### config.mk
export PLATFORM = sky130hd
export DESIGN_NAME = pios_top
export DESIGN_NICKNAME = d
export VERILOG_FILES = /design/src/core/pios_pkg.sv /design/src/core/pios_zone_cmp.sv /design/src/core/pios_top.sv
export SDC_FILE = /design/constraint.sdc
export NUM_CORES = 1
export LEC_CHECK = 0
export BUFFER_PORTS_ARGS = -buffer_cell sky130_fd_sc_hd__clkbuf_2
export CAP_MARGIN = 5
export CORE_MARGIN = 3
export CORE_UTILIZATION = 25
export CTS_BUF_LIST = sky130_fd_sc_hd__clkbuf_4 sky130_fd_sc_hd__clkbuf_8
export CTS_CLUSTER_SIZE = 8
export DETAILED_ROUTE_END_ITERATION = 10
export PLACE_DENSITY = 0.49
export SYNTH_ARGS = -nofsm -noshare
export SYNTH_HDL_FRONTEND = slang
export SYNTH_SLANG_ARGS = --single-unit
### constraint.sdc
create_clock -name i_clock -period 3.2 [get_ports i_clock]
set_input_delay 0.64 -clock i_clock [delete_from_list [all_inputs] [get_ports i_clock]]
set_output_delay 0.64 -clock i_clock [all_outputs]
set_load 0.01 [all_outputs]
### src/core/pios_pkg.sv
// constants and types of the parallel io pattern select block
package pios_pkg;
   // ----------------------------------------
   // register map
   // ----------------------------------------
   localparam logic [7:0] OFS_PATTERN = 8'h00;
   localparam logic [7:0] OFS_ZONE_LO = 8'h04;
   localparam logic [7:0] OFS_ZONE_HI = 8'h08;
   localparam logic [7:0] OFS_TBL_LO = 8'h0C;
   localparam logic [7:0] OFS_TBL_HI = 8'h10;
   localparam logic [7:0] OFS_POS = 8'h14;
   localparam logic [7:0] OFS_CTRL = 8'h18;
   localparam logic [7:0] OFS_STATUS = 8'h1C;
   localparam logic [7:0] OFS_PARAM_NO = 8'h20;
   // ----------------------------------------
   // fields and reset values
   // ----------------------------------------
   localparam logic [2:0] PATTERN_MAX = 3'h5;
   localparam logic [2:0] PATTERN_RST = 3'h0;
   localparam logic [7:0] PATTERN_PARAM_NO = 8'h19;
   localparam logic [9:0] POINTS_P64 = 10'h040;
   localparam logic [9:0] POINTS_P256 = 10'h100;
   localparam logic [9:0] POINTS_P512 = 10'h200;
   localparam logic [9:0] POINTS_SOL7 = 10'h007;
   localparam logic [9:0] POINTS_SOL3 = 10'h003;
   localparam int CTRL_HOMED_BIT = 0;
   localparam int CTRL_MOVE_CMD_BIT = 1;
   localparam int CTRL_PUSH_BIT = 2;
   localparam logic [1:0] RESP_OKAY = 2'h0;
   localparam logic [1:0] RESP_SLVERR = 2'h2;
   // ----------------------------------------
   // pattern codes
   // ----------------------------------------
   typedef enum logic [2:0] {
      PAT_STANDARD = 3'h0,
      PAT_TEACH = 3'h1,
      PAT_P256 = 3'h2,
      PAT_P512 = 3'h3,
      PAT_SOL7 = 3'h4,
      PAT_SOL3 = 3'h5
   } pios_pattern_e;
endpackage

### src/core/pios_zone_cmp.sv
// window comparator with a validity gate, one per zone output
`timescale 1ns/10ps
`default_nettype none
module pios_zone_cmp #(
   parameter int WIDTH = 32
) (
   input wire logic [WIDTH-1:0] i_pos,
   input wire logic [WIDTH-1:0] i_lo,
   input wire logic [WIDTH-1:0] i_hi,
   input wire logic i_enable,
   output logic o_inside
);
   assign o_inside = i_enable && ($signed(i_pos) >= $signed(i_lo))
                     && ($signed(i_pos) <= $signed(i_hi));
endmodule
`default_nettype wire

### src/core/pios_top.sv
// parallel io pattern select: pattern decode, zone outputs, axi4-lite registers
//
// Design decisions made here: the register offsets and the AXI4-Lite register port.
`timescale 1ns/10ps
`default_nettype none
module pios_top #(
   parameter int POS_WIDTH = 32
) (
   input wire logic i_clock,
   input wire logic i_sys_rst,
   // axi4-lite slave
   input wire logic [7:0] i_awaddr,
   input wire logic i_awvalid,
   output logic o_awready,
   input wire logic [31:0] i_wdata,
   input wire logic [3:0] i_wstrb,
   input wire logic i_wvalid,
   output logic o_wready,
   output logic [1:0] o_bresp,
   output logic o_bvalid,
   input wire logic i_bready,
   input wire logic [7:0] i_araddr,
   input wire logic i_arvalid,
   output logic o_arready,
   output logic [31:0] o_rdata,
   output logic [1:0] o_rresp,
   output logic o_rvalid,
   input wire logic i_rready,
   // motion side
   input wire logic i_servo_ready,
   input wire logic [6:0] i_at_point,
   // parallel io gated functions
   input wire logic i_brake_release,
   input wire logic i_home,
   input wire logic i_jog_plus,
   input wire logic i_jog_minus,
   input wire logic i_pos_write,
   output logic o_brake_release,
   output logic o_home,
   output logic o_jog_plus,
   output logic o_jog_minus,
   output logic o_pos_write,
   output logic o_parameter_zone_output,
   output logic o_table_zone_output,
   output logic o_ready,
   output logic [9:0] o_point_count,
   output logic o_direct_select,
   output logic o_complete_as_detect,
   output logic o_push_enable,
   output logic [6:0] o_point_detect
);
   // ----------------------------------------
   // state
   // ----------------------------------------
   typedef struct packed {
      logic [2:0] pattern;
      logic [POS_WIDTH-1:0] zone_lo;
      logic [POS_WIDTH-1:0] zone_hi;
      logic [POS_WIDTH-1:0] tbl_lo;
      logic [POS_WIDTH-1:0] tbl_hi;
      logic [POS_WIDTH-1:0] pos;
      logic homed;
      logic moved;
      logic push_req;
      logic awready;
      logic wready;
      logic aw_got;
      logic w_got;
      logic [7:0] aw_addr;
      logic [31:0] w_data;
      logic [3:0] w_strb;
      logic bvalid;
      logic [1:0] bresp;
      logic arready;
      logic rvalid;
      logic [31:0] rdata;
      logic [1:0] rresp;
      logic brake;
      logic home;
      logic jog_p;
      logic jog_m;
      logic pwrite;
      logic table_zone_output;
      logic tzone;
      logic ready;
      logic [9:0] points;
      logic direct;
      logic detect;
      logic push;
      logic [6:0] pdet;
   } pios_state_s;

   pios_state_s state_q;
   pios_state_s state_d;
   logic table_zone_output_in;
   logic tzone_in;

   // ----------------------------------------
   // zone comparators
   // ----------------------------------------
   pios_zone_cmp #(
      .WIDTH(POS_WIDTH)
   ) u_param_zone (
      .i_pos(state_q.pos),
      .i_lo(state_q.zone_lo),
      .i_hi(state_q.zone_hi),
      .i_enable(state_q.homed),
      .o_inside(table_zone_output_in)
   );

   pios_zone_cmp #(
      .WIDTH(POS_WIDTH)
   ) u_table_zone (
      .i_pos(state_q.pos),
      .i_lo(state_q.tbl_lo),
      .i_hi(state_q.tbl_hi),
      .i_enable(state_q.moved),
      .o_inside(tzone_in)
   );

   // ----------------------------------------
   // write merge with byte enables
   // ----------------------------------------
   function automatic logic [31:0] merge(input logic [31:0] old, input logic [31:0] nw,
                                         input logic [3:0] strb);
      logic [31:0] r;
      r = old;
      for (int i = 0; i < 4; i++) begin
         if (strb[i]) begin
            r[i*8 +: 8] = nw[i*8 +: 8];
         end
      end
      return r;
   endfunction

   // ----------------------------------------
   // pattern feature table
   // ----------------------------------------
   // which pin functions the stored pattern keeps alive
   logic has_brake;
   logic has_home;
   logic has_teach_io;
   logic has_ready;
   logic has_table_zone_output;
   logic has_tzone;
   logic has_direct;
   logic has_detect;
   logic has_push;

   assign has_brake = state_q.pattern != pios_pkg::PAT_TEACH;
   assign has_home = state_q.pattern != pios_pkg::PAT_SOL3;
   assign has_teach_io = state_q.pattern == pios_pkg::PAT_TEACH;
   assign has_ready = (state_q.pattern == pios_pkg::PAT_STANDARD)
                      || (state_q.pattern == pios_pkg::PAT_TEACH);
   assign has_table_zone_output = (state_q.pattern == pios_pkg::PAT_STANDARD)
                      || (state_q.pattern == pios_pkg::PAT_SOL7)
                      || (state_q.pattern == pios_pkg::PAT_SOL3);
   assign has_tzone = state_q.pattern != pios_pkg::PAT_P512;
   assign has_direct = (state_q.pattern == pios_pkg::PAT_SOL7)
                       || (state_q.pattern == pios_pkg::PAT_SOL3);
   assign has_detect = state_q.pattern == pios_pkg::PAT_SOL3;
   assign has_push = state_q.pattern != pios_pkg::PAT_SOL3;

   // ----------------------------------------
   // next state
   // ----------------------------------------
   always_comb begin
      logic [31:0] wv;
      logic [7:0] wa;
      logic [2:0] pat;
      wv = 32'h0000_0000;
      wa = 8'h00;
      pat = 3'h0;
      state_d = state_q;

      // write channel capture, either order
      if (state_q.awready && i_awvalid) begin
         state_d.aw_got = 1'b1;
         state_d.aw_addr = i_awaddr;
         state_d.awready = 1'b0;
      end
      if (state_q.wready && i_wvalid) begin
         state_d.w_got = 1'b1;
         state_d.w_data = i_wdata;
         state_d.w_strb = i_wstrb;
         state_d.wready = 1'b0;
      end
      if (state_q.bvalid && i_bready) begin
         state_d.bvalid = 1'b0;
         state_d.awready = 1'b1;
         state_d.wready = 1'b1;
      end

      if (state_q.aw_got && state_q.w_got && !state_q.bvalid) begin
         wa = state_q.aw_addr;
         state_d.aw_got = 1'b0;
         state_d.w_got = 1'b0;
         state_d.bvalid = 1'b1;
         state_d.bresp = pios_pkg::RESP_OKAY;
         unique case (wa)
            pios_pkg::OFS_PATTERN: begin
               wv = merge({29'h0000_0000, state_q.pattern}, state_q.w_data, state_q.w_strb);
               if (wv <= {29'h0000_0000, pios_pkg::PATTERN_MAX}) begin
                  state_d.pattern = wv[2:0];
               end else begin
                  state_d.bresp = pios_pkg::RESP_SLVERR;
               end
            end
            pios_pkg::OFS_ZONE_LO: state_d.zone_lo = merge(state_q.zone_lo, state_q.w_data,
                                                          state_q.w_strb);
            pios_pkg::OFS_ZONE_HI: state_d.zone_hi = merge(state_q.zone_hi, state_q.w_data,
                                                          state_q.w_strb);
            pios_pkg::OFS_TBL_LO: state_d.tbl_lo = merge(state_q.tbl_lo, state_q.w_data,
                                                        state_q.w_strb);
            pios_pkg::OFS_TBL_HI: state_d.tbl_hi = merge(state_q.tbl_hi, state_q.w_data,
                                                        state_q.w_strb);
            pios_pkg::OFS_POS: state_d.pos = merge(state_q.pos, state_q.w_data, state_q.w_strb);
            pios_pkg::OFS_CTRL: begin
               wv = merge({29'h0000_0000, state_q.push_req, state_q.moved, state_q.homed},
                          state_q.w_data, state_q.w_strb);
               state_d.homed = wv[pios_pkg::CTRL_HOMED_BIT];
               state_d.moved = wv[pios_pkg::CTRL_MOVE_CMD_BIT];
               state_d.push_req = wv[pios_pkg::CTRL_PUSH_BIT];
            end
            default: state_d.bresp = pios_pkg::RESP_SLVERR;
         endcase
      end

      // read channel
      if (state_q.rvalid && i_rready) begin
         state_d.rvalid = 1'b0;
         state_d.arready = 1'b1;
      end
      if (state_q.arready && i_arvalid) begin
         state_d.arready = 1'b0;
         state_d.rvalid = 1'b1;
         state_d.rresp = pios_pkg::RESP_OKAY;
         unique case (i_araddr)
            pios_pkg::OFS_PATTERN: state_d.rdata = {29'h0000_0000, state_q.pattern};
            pios_pkg::OFS_ZONE_LO: state_d.rdata = state_q.zone_lo;
            pios_pkg::OFS_ZONE_HI: state_d.rdata = state_q.zone_hi;
            pios_pkg::OFS_TBL_LO: state_d.rdata = state_q.tbl_lo;
            pios_pkg::OFS_TBL_HI: state_d.rdata = state_q.tbl_hi;
            pios_pkg::OFS_POS: state_d.rdata = state_q.pos;
            pios_pkg::OFS_CTRL: state_d.rdata = {29'h0000_0000, state_q.push_req,
                                                 state_q.moved, state_q.homed};
            pios_pkg::OFS_STATUS: state_d.rdata = {20'h0_0000, state_q.points,
                                                   state_q.tzone, state_q.table_zone_output};
            pios_pkg::OFS_PARAM_NO: state_d.rdata = {24'h00_0000, pios_pkg::PATTERN_PARAM_NO};
            default: begin
               state_d.rdata = 32'h0000_0000;
               state_d.rresp = pios_pkg::RESP_SLVERR;
            end
         endcase
      end

      // ----------------------------------------
      // pattern decode
      // ----------------------------------------
      pat = state_q.pattern;
      state_d.brake = has_brake && i_brake_release;
      state_d.home = has_home && i_home;
      state_d.jog_p = has_teach_io && i_jog_plus;
      state_d.jog_m = has_teach_io && i_jog_minus;
      state_d.pwrite = has_teach_io && i_pos_write;
      state_d.ready = has_ready && i_servo_ready;
      state_d.table_zone_output = has_table_zone_output && table_zone_output_in;
      state_d.tzone = has_tzone && tzone_in;
      state_d.direct = has_direct;
      state_d.detect = has_detect;
      state_d.push = has_push && state_q.push_req;
      state_d.pdet = 7'h00;
      unique case (pat)
         pios_pkg::PAT_STANDARD: state_d.points = pios_pkg::POINTS_P64;
         pios_pkg::PAT_TEACH: state_d.points = pios_pkg::POINTS_P64;
         pios_pkg::PAT_P256: state_d.points = pios_pkg::POINTS_P256;
         pios_pkg::PAT_P512: state_d.points = pios_pkg::POINTS_P512;
         pios_pkg::PAT_SOL7: begin
            state_d.points = pios_pkg::POINTS_SOL7;
         end
         pios_pkg::PAT_SOL3: begin
            state_d.points = pios_pkg::POINTS_SOL3;
            state_d.pdet = {4'h0, i_at_point[2:0]};
         end
         // codes 6 and 7 are refused at the register, kept safe anyway
         default: state_d.points = pios_pkg::POINTS_P64;
      endcase
   end

   // ----------------------------------------
   // registers
   // ----------------------------------------
   always_ff @(posedge i_clock) begin
      if (i_sys_rst) begin
         state_q <= '0;
         state_q.pattern <= pios_pkg::PATTERN_RST;
         state_q.awready <= 1'b1;
         state_q.wready <= 1'b1;
         state_q.arready <= 1'b1;
         state_q.points <= pios_pkg::POINTS_P64;
      end else begin
         state_q <= state_d;
      end
   end

   // ----------------------------------------
   // outputs
   // ----------------------------------------
   assign o_awready = state_q.awready;
   assign o_wready = state_q.wready;
   assign o_bresp = state_q.bresp;
   assign o_bvalid = state_q.bvalid;
   assign o_arready = state_q.arready;
   assign o_rdata = state_q.rdata;
   assign o_rresp = state_q.rresp;
   assign o_rvalid = state_q.rvalid;
   assign o_brake_release = state_q.brake;
   assign o_home = state_q.home;
   assign o_jog_plus = state_q.jog_p;
   assign o_jog_minus = state_q.jog_m;
   assign o_pos_write = state_q.pwrite;
   assign o_parameter_zone_output = state_q.table_zone_output;
   assign o_table_zone_output = state_q.tzone;
   assign o_ready = state_q.ready;
   assign o_point_count = state_q.points;
   assign o_direct_select = state_q.direct;
   assign o_complete_as_detect = state_q.detect;
   assign o_push_enable = state_q.push;
   assign o_point_detect = state_q.pdet;
endmodule
`default_nettype wire

==> summary.txt, run 1 <==
Clock tree
  – Hold Buf Count CTS: 0
  – Post-CTS sizing: 0
  – Post-CTS setup buffers: 0
  – Clock buffer depth: 3
  – Clock root buffer: clkbuf_8
  – CTS tree: built
  – Number of buffers created by CTS: 50
  – H-tree depth: 2
  – CTS clock-pin slew for the worst setup and hold paths: 0.06 ns
  – Clk_lat worst skew: 0.63 ns
  – Clk sinks: 269

Synthesis
  – Sequential area share after synthesis: 0.376
  – Count leader, synth: dfxtp_1
  – FF+latch count, synth: 269
  – Largest cells by area after synthesis: dfxtp_1 38%, mux2i_1 13%, ha_1 11%
  – Commonest register cell after synthesis: dfxtp_1
  – Syn_area_per_cell: 8.69 sq um
  – Syn Inst Count: 1,647
  – Synth top area share: 0.376
  – Mapped Area: 14,300 sq um
  – Post-synth ARST share: 0
  – Yosys warning total: 0
  – Post-synth EDFFs: 0
  – Synth cell count leaders: 269 x dfxtp_1, 220 x nor2_1, 190 x mux2i_1
  – Yosys cell types: 54
  – Cell accounting for the most synthesized area: dfxtp_1

Drt
  – Met2 routed WL: 20,300 um
  – WL met3: 2030 um
  – Drt first pass iters: 5
  – Final ANT Viol Nets: 0
  – Via count: 11.8k
  – Iter 0 DRT Violations: 798
  – WL/cell: 17.8 um
  – WL final: 45,100 um
  – Vias/cell: 4.68
  – # DRC: 0
  – Top Layer Used: met4
  – Met1 WL: 21,500 um

Layout
  – Area grow syn2layout: 16.6%
  – Share of layout cells above drive strength 1: 0.156
  – Layout Utilization: 0.295
  – Cell area after layout: 16,700 sq um
  – Final nets: 1,940
  – Fin cells: 2,533
  – # fillers: 6,041
  – Antenna cells: 0

Floorplan
  – Starting Density: 0.253
  – Core ar.: 56,500 sq um
  – Die ar.: 60,100 sq um
  – Die Wd: 245 um
  – I/O pin count: 141
  – Die Height: 245 um
  – Site row count: 87

Timing
  – Final Hold Vio Count: 0
  – Final Critical Period: 2.59 ns
  – Worst setup slack after layout: 0.605 ns
  – Worst clock skew: 0.0263 ns
  – Setup TNS: 0 ns
  – Fin Hold WS: 0.231 ns
  – Fmax: 385 MHz
  – Fin. max-slew vios: 0
  – Slew margin rel.: 0.528
  – RSZ-0062 raised after global routing: false
  – Worst slew pin tran: 0.708 ns
  – Post-route clock period utilization: 0.811
  – Setup violators final: 0

Critical path
  – Worst Path Arrival: 3.10 ns
  – CP Class: flip-flop to flip-flop
  – Reg-to-Reg Start: state_q[149]
  – Critical Path Fanout Max: 6
  – Worst Setup End Kind: flip-flop
  – Worst reg2reg endpoint: o_parameter_zone_output
  – Critical path data required time: 3.70 ns
  – FF-to-FF path depth: 9
  – FF-to-FF setup slack: 0.61 ns
  – Critical Path Start Type: flip-flop

Min path
  – WHS Path Cells: 3
  – Hold path endpoint: state_q[98]
  – Worst min path class: input port to flip-flop
  – HP Start: i_wdata[27]

Power
  – Pwr dens: 455 nW/um^2
  – Worst IR drop on VDD: 0.000237 V
  – Leakage dissipation: 7.26 nW
  – Total Power: 7.59 mW

Place
  – DP HPWL: 32,100 um
  – Final RePlAce weighted congestion: 0.855
  – Place WS: 0.561 ns
  – IO Port Bufs: 126
  – Dpl cell area: 15,500 sq um
  – Dpl cells: 2,442

Run
  – Max-cap violations: 0

GRT
  – Largest net degree at the start of global routing: 93
  – Gr ovfl total: 0
  – First-pass GRT wire length: 69,300 um
  – Initial antenna violation count: 0
  – Total track usage: 0.148
  – Via count of the first global-routing pass: 11.7k

Outcome
  – Status: completed
-- area by class of cell --
| cell class | count | area, sq um | area share |
|---|---|---|---|
| Sequential cell | 269 | 5390 | 0.323 |
| Timing Repair Buffer | 155 | 905 | 0.0542 |
| Clock inverter | 12 | 138 | 0.00825 |
| Clock buffer | 79 | 1010 | 0.0607 |
| Inverter | 135 | 507 | 0.0304 |
| Multi-Input combinational cell | 1127 | 7790 | 0.467 |
| Tap cell | 756 | 946 | 0.0567 |
-- where the power goes --
group | switching [mW] | internal, mW
Sequential | 0.0771 | 3.39
Clock | 1.54 | 2.25
Combinational | 0.224 | 0.114
Total | 1.84 | 5.75
-- cells by family after synthesis --
logic type / count (synthesis) / share of synthesized area
compound gates: 273 / 0.124
other cells: 1 / 0.000262
buf+inv: 260 / 0.0821
flops: 269 / 0.376
fa+ha+maj: 130 / 0.114
xor+xnor: 2 / 0.00122
mux: 191 / 0.134
simple gates: 521 / 0.168
-- layout by cell type, fill, tap and decap left out, types with 4 or more instances in the layout --
| master | n |
|---|---|
| a21o_1 | 10 |
| a21oi_1 | 109 |
| a221o_1 | 25 |
| a221oi_1 | 9 |
| a222oi_1 | 6 |
| a22oi_1 | 39 |
| and2_1 | 6 |
| and3_1 | 9 |
| and4_1 | 9 |
| buf_12 | 4 |
| buf_4 | 25 |
| clkbuf_2 | 125 |
| clkbuf_4 | 12 |
| clkbuf_8 | 67 |
| clkinv_2 | 8 |
| conb_1 | 10 |
| dfxtp_1 | 269 |
| ha_1 | 130 |
| inv_1 | 135 |
| mux2i_1 | 190 |
| nand2_1 | 155 |
| nand2b_1 | 6 |
| nand3_1 | 25 |
| nand3_2 | 8 |
| nand3_4 | 4 |
| nand4_1 | 21 |
| nor2_1 | 219 |
| nor2_2 | 12 |
| nor2b_1 | 9 |
| nor3_1 | 11 |
| nor4_1 | 12 |
| o211ai_1 | 10 |
| o21ai_0 | 43 |
| or4_1 | 4 |
-- state kept, by name, summed over array words and instances, names as in the netlist, 3 cells and up --
register,flops
o_point_detect,3
o_rdata,32
state_q,212
o_point_count,5
-- critical path, cell delays in order, from the launching register on --
cell and delay, ns:
dfxtp_1 0.38, ha_1 0.37, nand4_1 0.14, or2_2 0.37, nor3_1 0.37, o41ai_1 0.19, buf_4 0.17, o211ai_1 0.12
xor2_1 0.14, o211a_1 0.22
-- worst max-delay path by stage --
stage                            start                 endpoint  slack [ns]  cells after the start
after floorplan            i_araddr[2]              o_rdata[10]        1.00                      9
after global placement     i_araddr[5]               o_rdata[3]        0.58                      9
after detailed placement   i_araddr[5]               o_rdata[4]        0.56                      9
after CTS                 state_q[149]  o_parameter_zone_output        0.57                      9
after global routing      state_q[149]  o_parameter_zone_output        0.49                      9
final                     state_q[149]  o_parameter_zone_output        0.61                      9
-- layer usage --
layer  global-route usage  vias to the layer above
met4               0.0458                        0
met5                    0                        -
met3               0.0275                       74
li1                     -                     5850
met2                0.237                      244
met1                0.201                     5677
(Power assumes the default switching activity.)
==> run 2, diff against run 1 <==
==> constraint.sdc (replaced) <==
create_clock -name i_clock -period 2.7 [get_ports i_clock]
set_input_delay 0.54 -clock i_clock [delete_from_list [all_inputs] [get_ports i_clock]]
set_output_delay 0.54 -clock i_clock [all_outputs]
set_load 0.01 [all_outputs]
==> summary.txt, run 2 (synthesis results as in run 1) <==
Timing
  – Setup TNS: 0 ns (unchanged)
  – Worst clock skew: 0.0374 ns (+0.0112 ns)
  – Final Critical Period: 2.52 ns (-0.0768 ns)
  – Post-route clock period utilization: 0.933 (+0.122)
  – Fmax: 397 MHz (+3.0%)
  – Slew margin rel.: 0.476 (-0.0525)
  – Worst slew pin tran: 0.767 ns (+0.0590 ns)
  – Fin. max-slew vios: 0 (unchanged)
  – RSZ-0062 raised after global routing: false
  – Setup violators final: 0 (unchanged)
  – Final Hold Vio Count: 0 (unchanged)
  – Fin Hold WS: 0.125 ns (-0.106 ns)

Drt
  – Met1 WL: 21,400 um (-0.50%)
  – Top Layer Used: met4
  – # DRC: 0 (unchanged)
  – Final ANT Viol Nets: 0 (unchanged)
  – Via count: 12.0k (+1.7%)
  – WL met3: 1990 um (-1.7%)
  – Vias/cell: 4.67 (-0.17%)
  – Met2 routed WL: 21,500 um (+5.5%)
  – Drt first pass iters: 7 (+2)
  – Iter 0 DRT Violations: 615 (-23%)
  – WL final: 46,000 um (+2.0%)
  – WL/cell: 17.8 um (about the same)

Clock tree
  – Clk sinks: 269 (unchanged)
  – CTS tree: built
  – Clock root buffer: clkbuf_8
  – Post-CTS sizing: 0 (unchanged)
  – Clock buffer depth: 3 (unchanged)
  – CTS clock-pin slew for the worst setup and hold paths: 0.06 ns (about the same)
  – Post-CTS setup buffers: 0 (unchanged)
  – Number of buffers created by CTS: 50 (unchanged)
  – Hold Buf Count CTS: 0 (unchanged)
  – H-tree depth: 2 (unchanged)
  – Clk_lat worst skew: 0.64 ns (about the same)

Critical path
  – Reg-to-Reg Start: state_q[275]
  – Critical Path Start Type: flip-flop
  – Critical Path Fanout Max: 3 (-3)
  – Worst reg2reg endpoint: o_parameter_zone_output
  – Worst Path Arrival: 3.08 ns (-0.02 ns)
  – Critical path data required time: 3.26 ns (-0.44 ns)
  – CP Class: flip-flop to flip-flop
  – Worst Setup End Kind: flip-flop
  – FF-to-FF setup slack: 0.18 ns (-0.42 ns)
  – FF-to-FF path depth: 12 (+3)

Layout
  – Multi-input gate area: 7800 sq um (about the same)
  – Most common cell after layout, fill and taps aside: dfxtp_1
  – Share of layout cells above drive strength 1: 0.178 (+0.0218)
  – Register area: 5390 sq um (unchanged)
  – Most flop-heavy register: state_q
  – # fillers: 6,054 (+0.22%)
  – Largest register FFs: 212 (unchanged)
  – Final nets: 1,990 (+2.6%)
  – Area grow syn2layout: 18.7%
  – Most frequent cells in the layout: 269 x dfxtp_1, 219 x nor2_1, 190 x mux2i_1

Place
  – IO Port Bufs: 126 (unchanged)
  – Final RePlAce weighted congestion: 0.818 (-4.3%)
  – DP HPWL: 33,200 um (+3.5%)

Floorplan
  – Die ar.: 60,100 sq um (unchanged)
  – I/O pin count: 141 (unchanged)
  – Die Wd: 245 um (unchanged)
  – Core ar.: 56,500 sq um (unchanged)
  – Site row count: 87 (unchanged)
  – Starting Density: 0.253 (unchanged)
  – Die Height: 245 um (unchanged)

Outcome
  – Status: completed

Min path
  – HP Start: i_wdata[10]
  – Worst min path class: input port to flip-flop
  – WHS Path Cells: 3 (unchanged)
  – Hold path endpoint: state_q[81]

Power
  – Pwr dens: 510 nW/um^2 (+12%)
  – Worst IR drop on VDD: 0.000276 V (+16%)
  – Leakage dissipation: 7.48 nW (+3.0%)
  – Total Power: 8.65 mW (+14%)

GRT
  – Via count of the first global-routing pass: 12.1k (+3.5%)
  – Total track usage: 0.152 (+0.00402)
  – Gr ovfl total: 0 (unchanged)
  – Initial antenna violation count: 0 (unchanged)
  – Largest net degree at the start of global routing: 127 (+37%)
  – First-pass GRT wire length: 71,200 um (+2.7%)

Run
  – Max-cap violations: 0 (unchanged)
-- run 2: changes by cell type in the layout (fill, tap and decap cells not counted), sizes merged --
cell | previous run | this run
buf | 30 | 80
bufinv | 3 | 0
clkbuf | 204 | 206
clkinv | 8 | 5
diode | 0 | 1
-- run 2: per-stage QoR --
stage | util | cell area [sq um] | instances | setup slack [ns]
after floorplan | - | 14300 | 1656 | 0.551
after global placement | 0.282 | 15900 | 2492 | 0.187
after detailed placement | 0.282 | 15900 | 2492 | 0.179
after CTS | 0.300 | 17000 | 2579 | 0.142
after global routing | 0.301 | 17000 | 2579 | 0.0166
final | 0.301 | 17000 | 2580 | 0.182
-- run 2: layout make-up --
type                            count  area share
Antenna cell                        1    0.000147
Clock buffer                       81      0.0594
Clock inverter                      6     0.00192
Inverter                          135      0.0298
Multi-Input combinational cell   1127       0.459
Sequential cell                   269       0.317
Tap cell                          756      0.0557
Timing Repair Buffer              205      0.0768
-- run 2: critical path: stages (launching register included) --
cell     delay, ns
dfxtp_1       0.38
inv_1         0.06
ha_1          0.30
nand4_1       0.18
nor4_2        0.26
buf_4         0.19
nand4_1       0.14
buf_4         0.18
nor3_1        0.26
buf_4         0.16
nor4_1        0.03
mux2i_1       0.16
o211a_1       0.15
-- run 2: power by group --
group	internal, mW	switching [mW]
Sequential	4.02	0.0693
Clock	2.34	1.77
Combinational	0.150	0.300
-- run 2: worst max path at each step --
| stage | to | from |
|---|---|---|
| 2_1_floorplan | state_q[259] | state_q[103] |
| 3_3_place_gp | o_parameter_zone_output | state_q[277] |
| 3_5_place_dp | o_parameter_zone_output | state_q[275] |
| 4_1_cts | o_parameter_zone_output | state_q[275] |
| 5_1_grt | o_parameter_zone_output | state_q[277] |
| 6_report | o_parameter_zone_output | state_q[275] |
-- run 2: routing by layer --
metal | GRT usage | vias to the layer above
li1 | - | 5950
met1 | 0.201 | 5764
met2 | 0.254 | 257
met3 | 0.0222 | 73
met4 | 0.0469 | 0
met5 | 0 | -
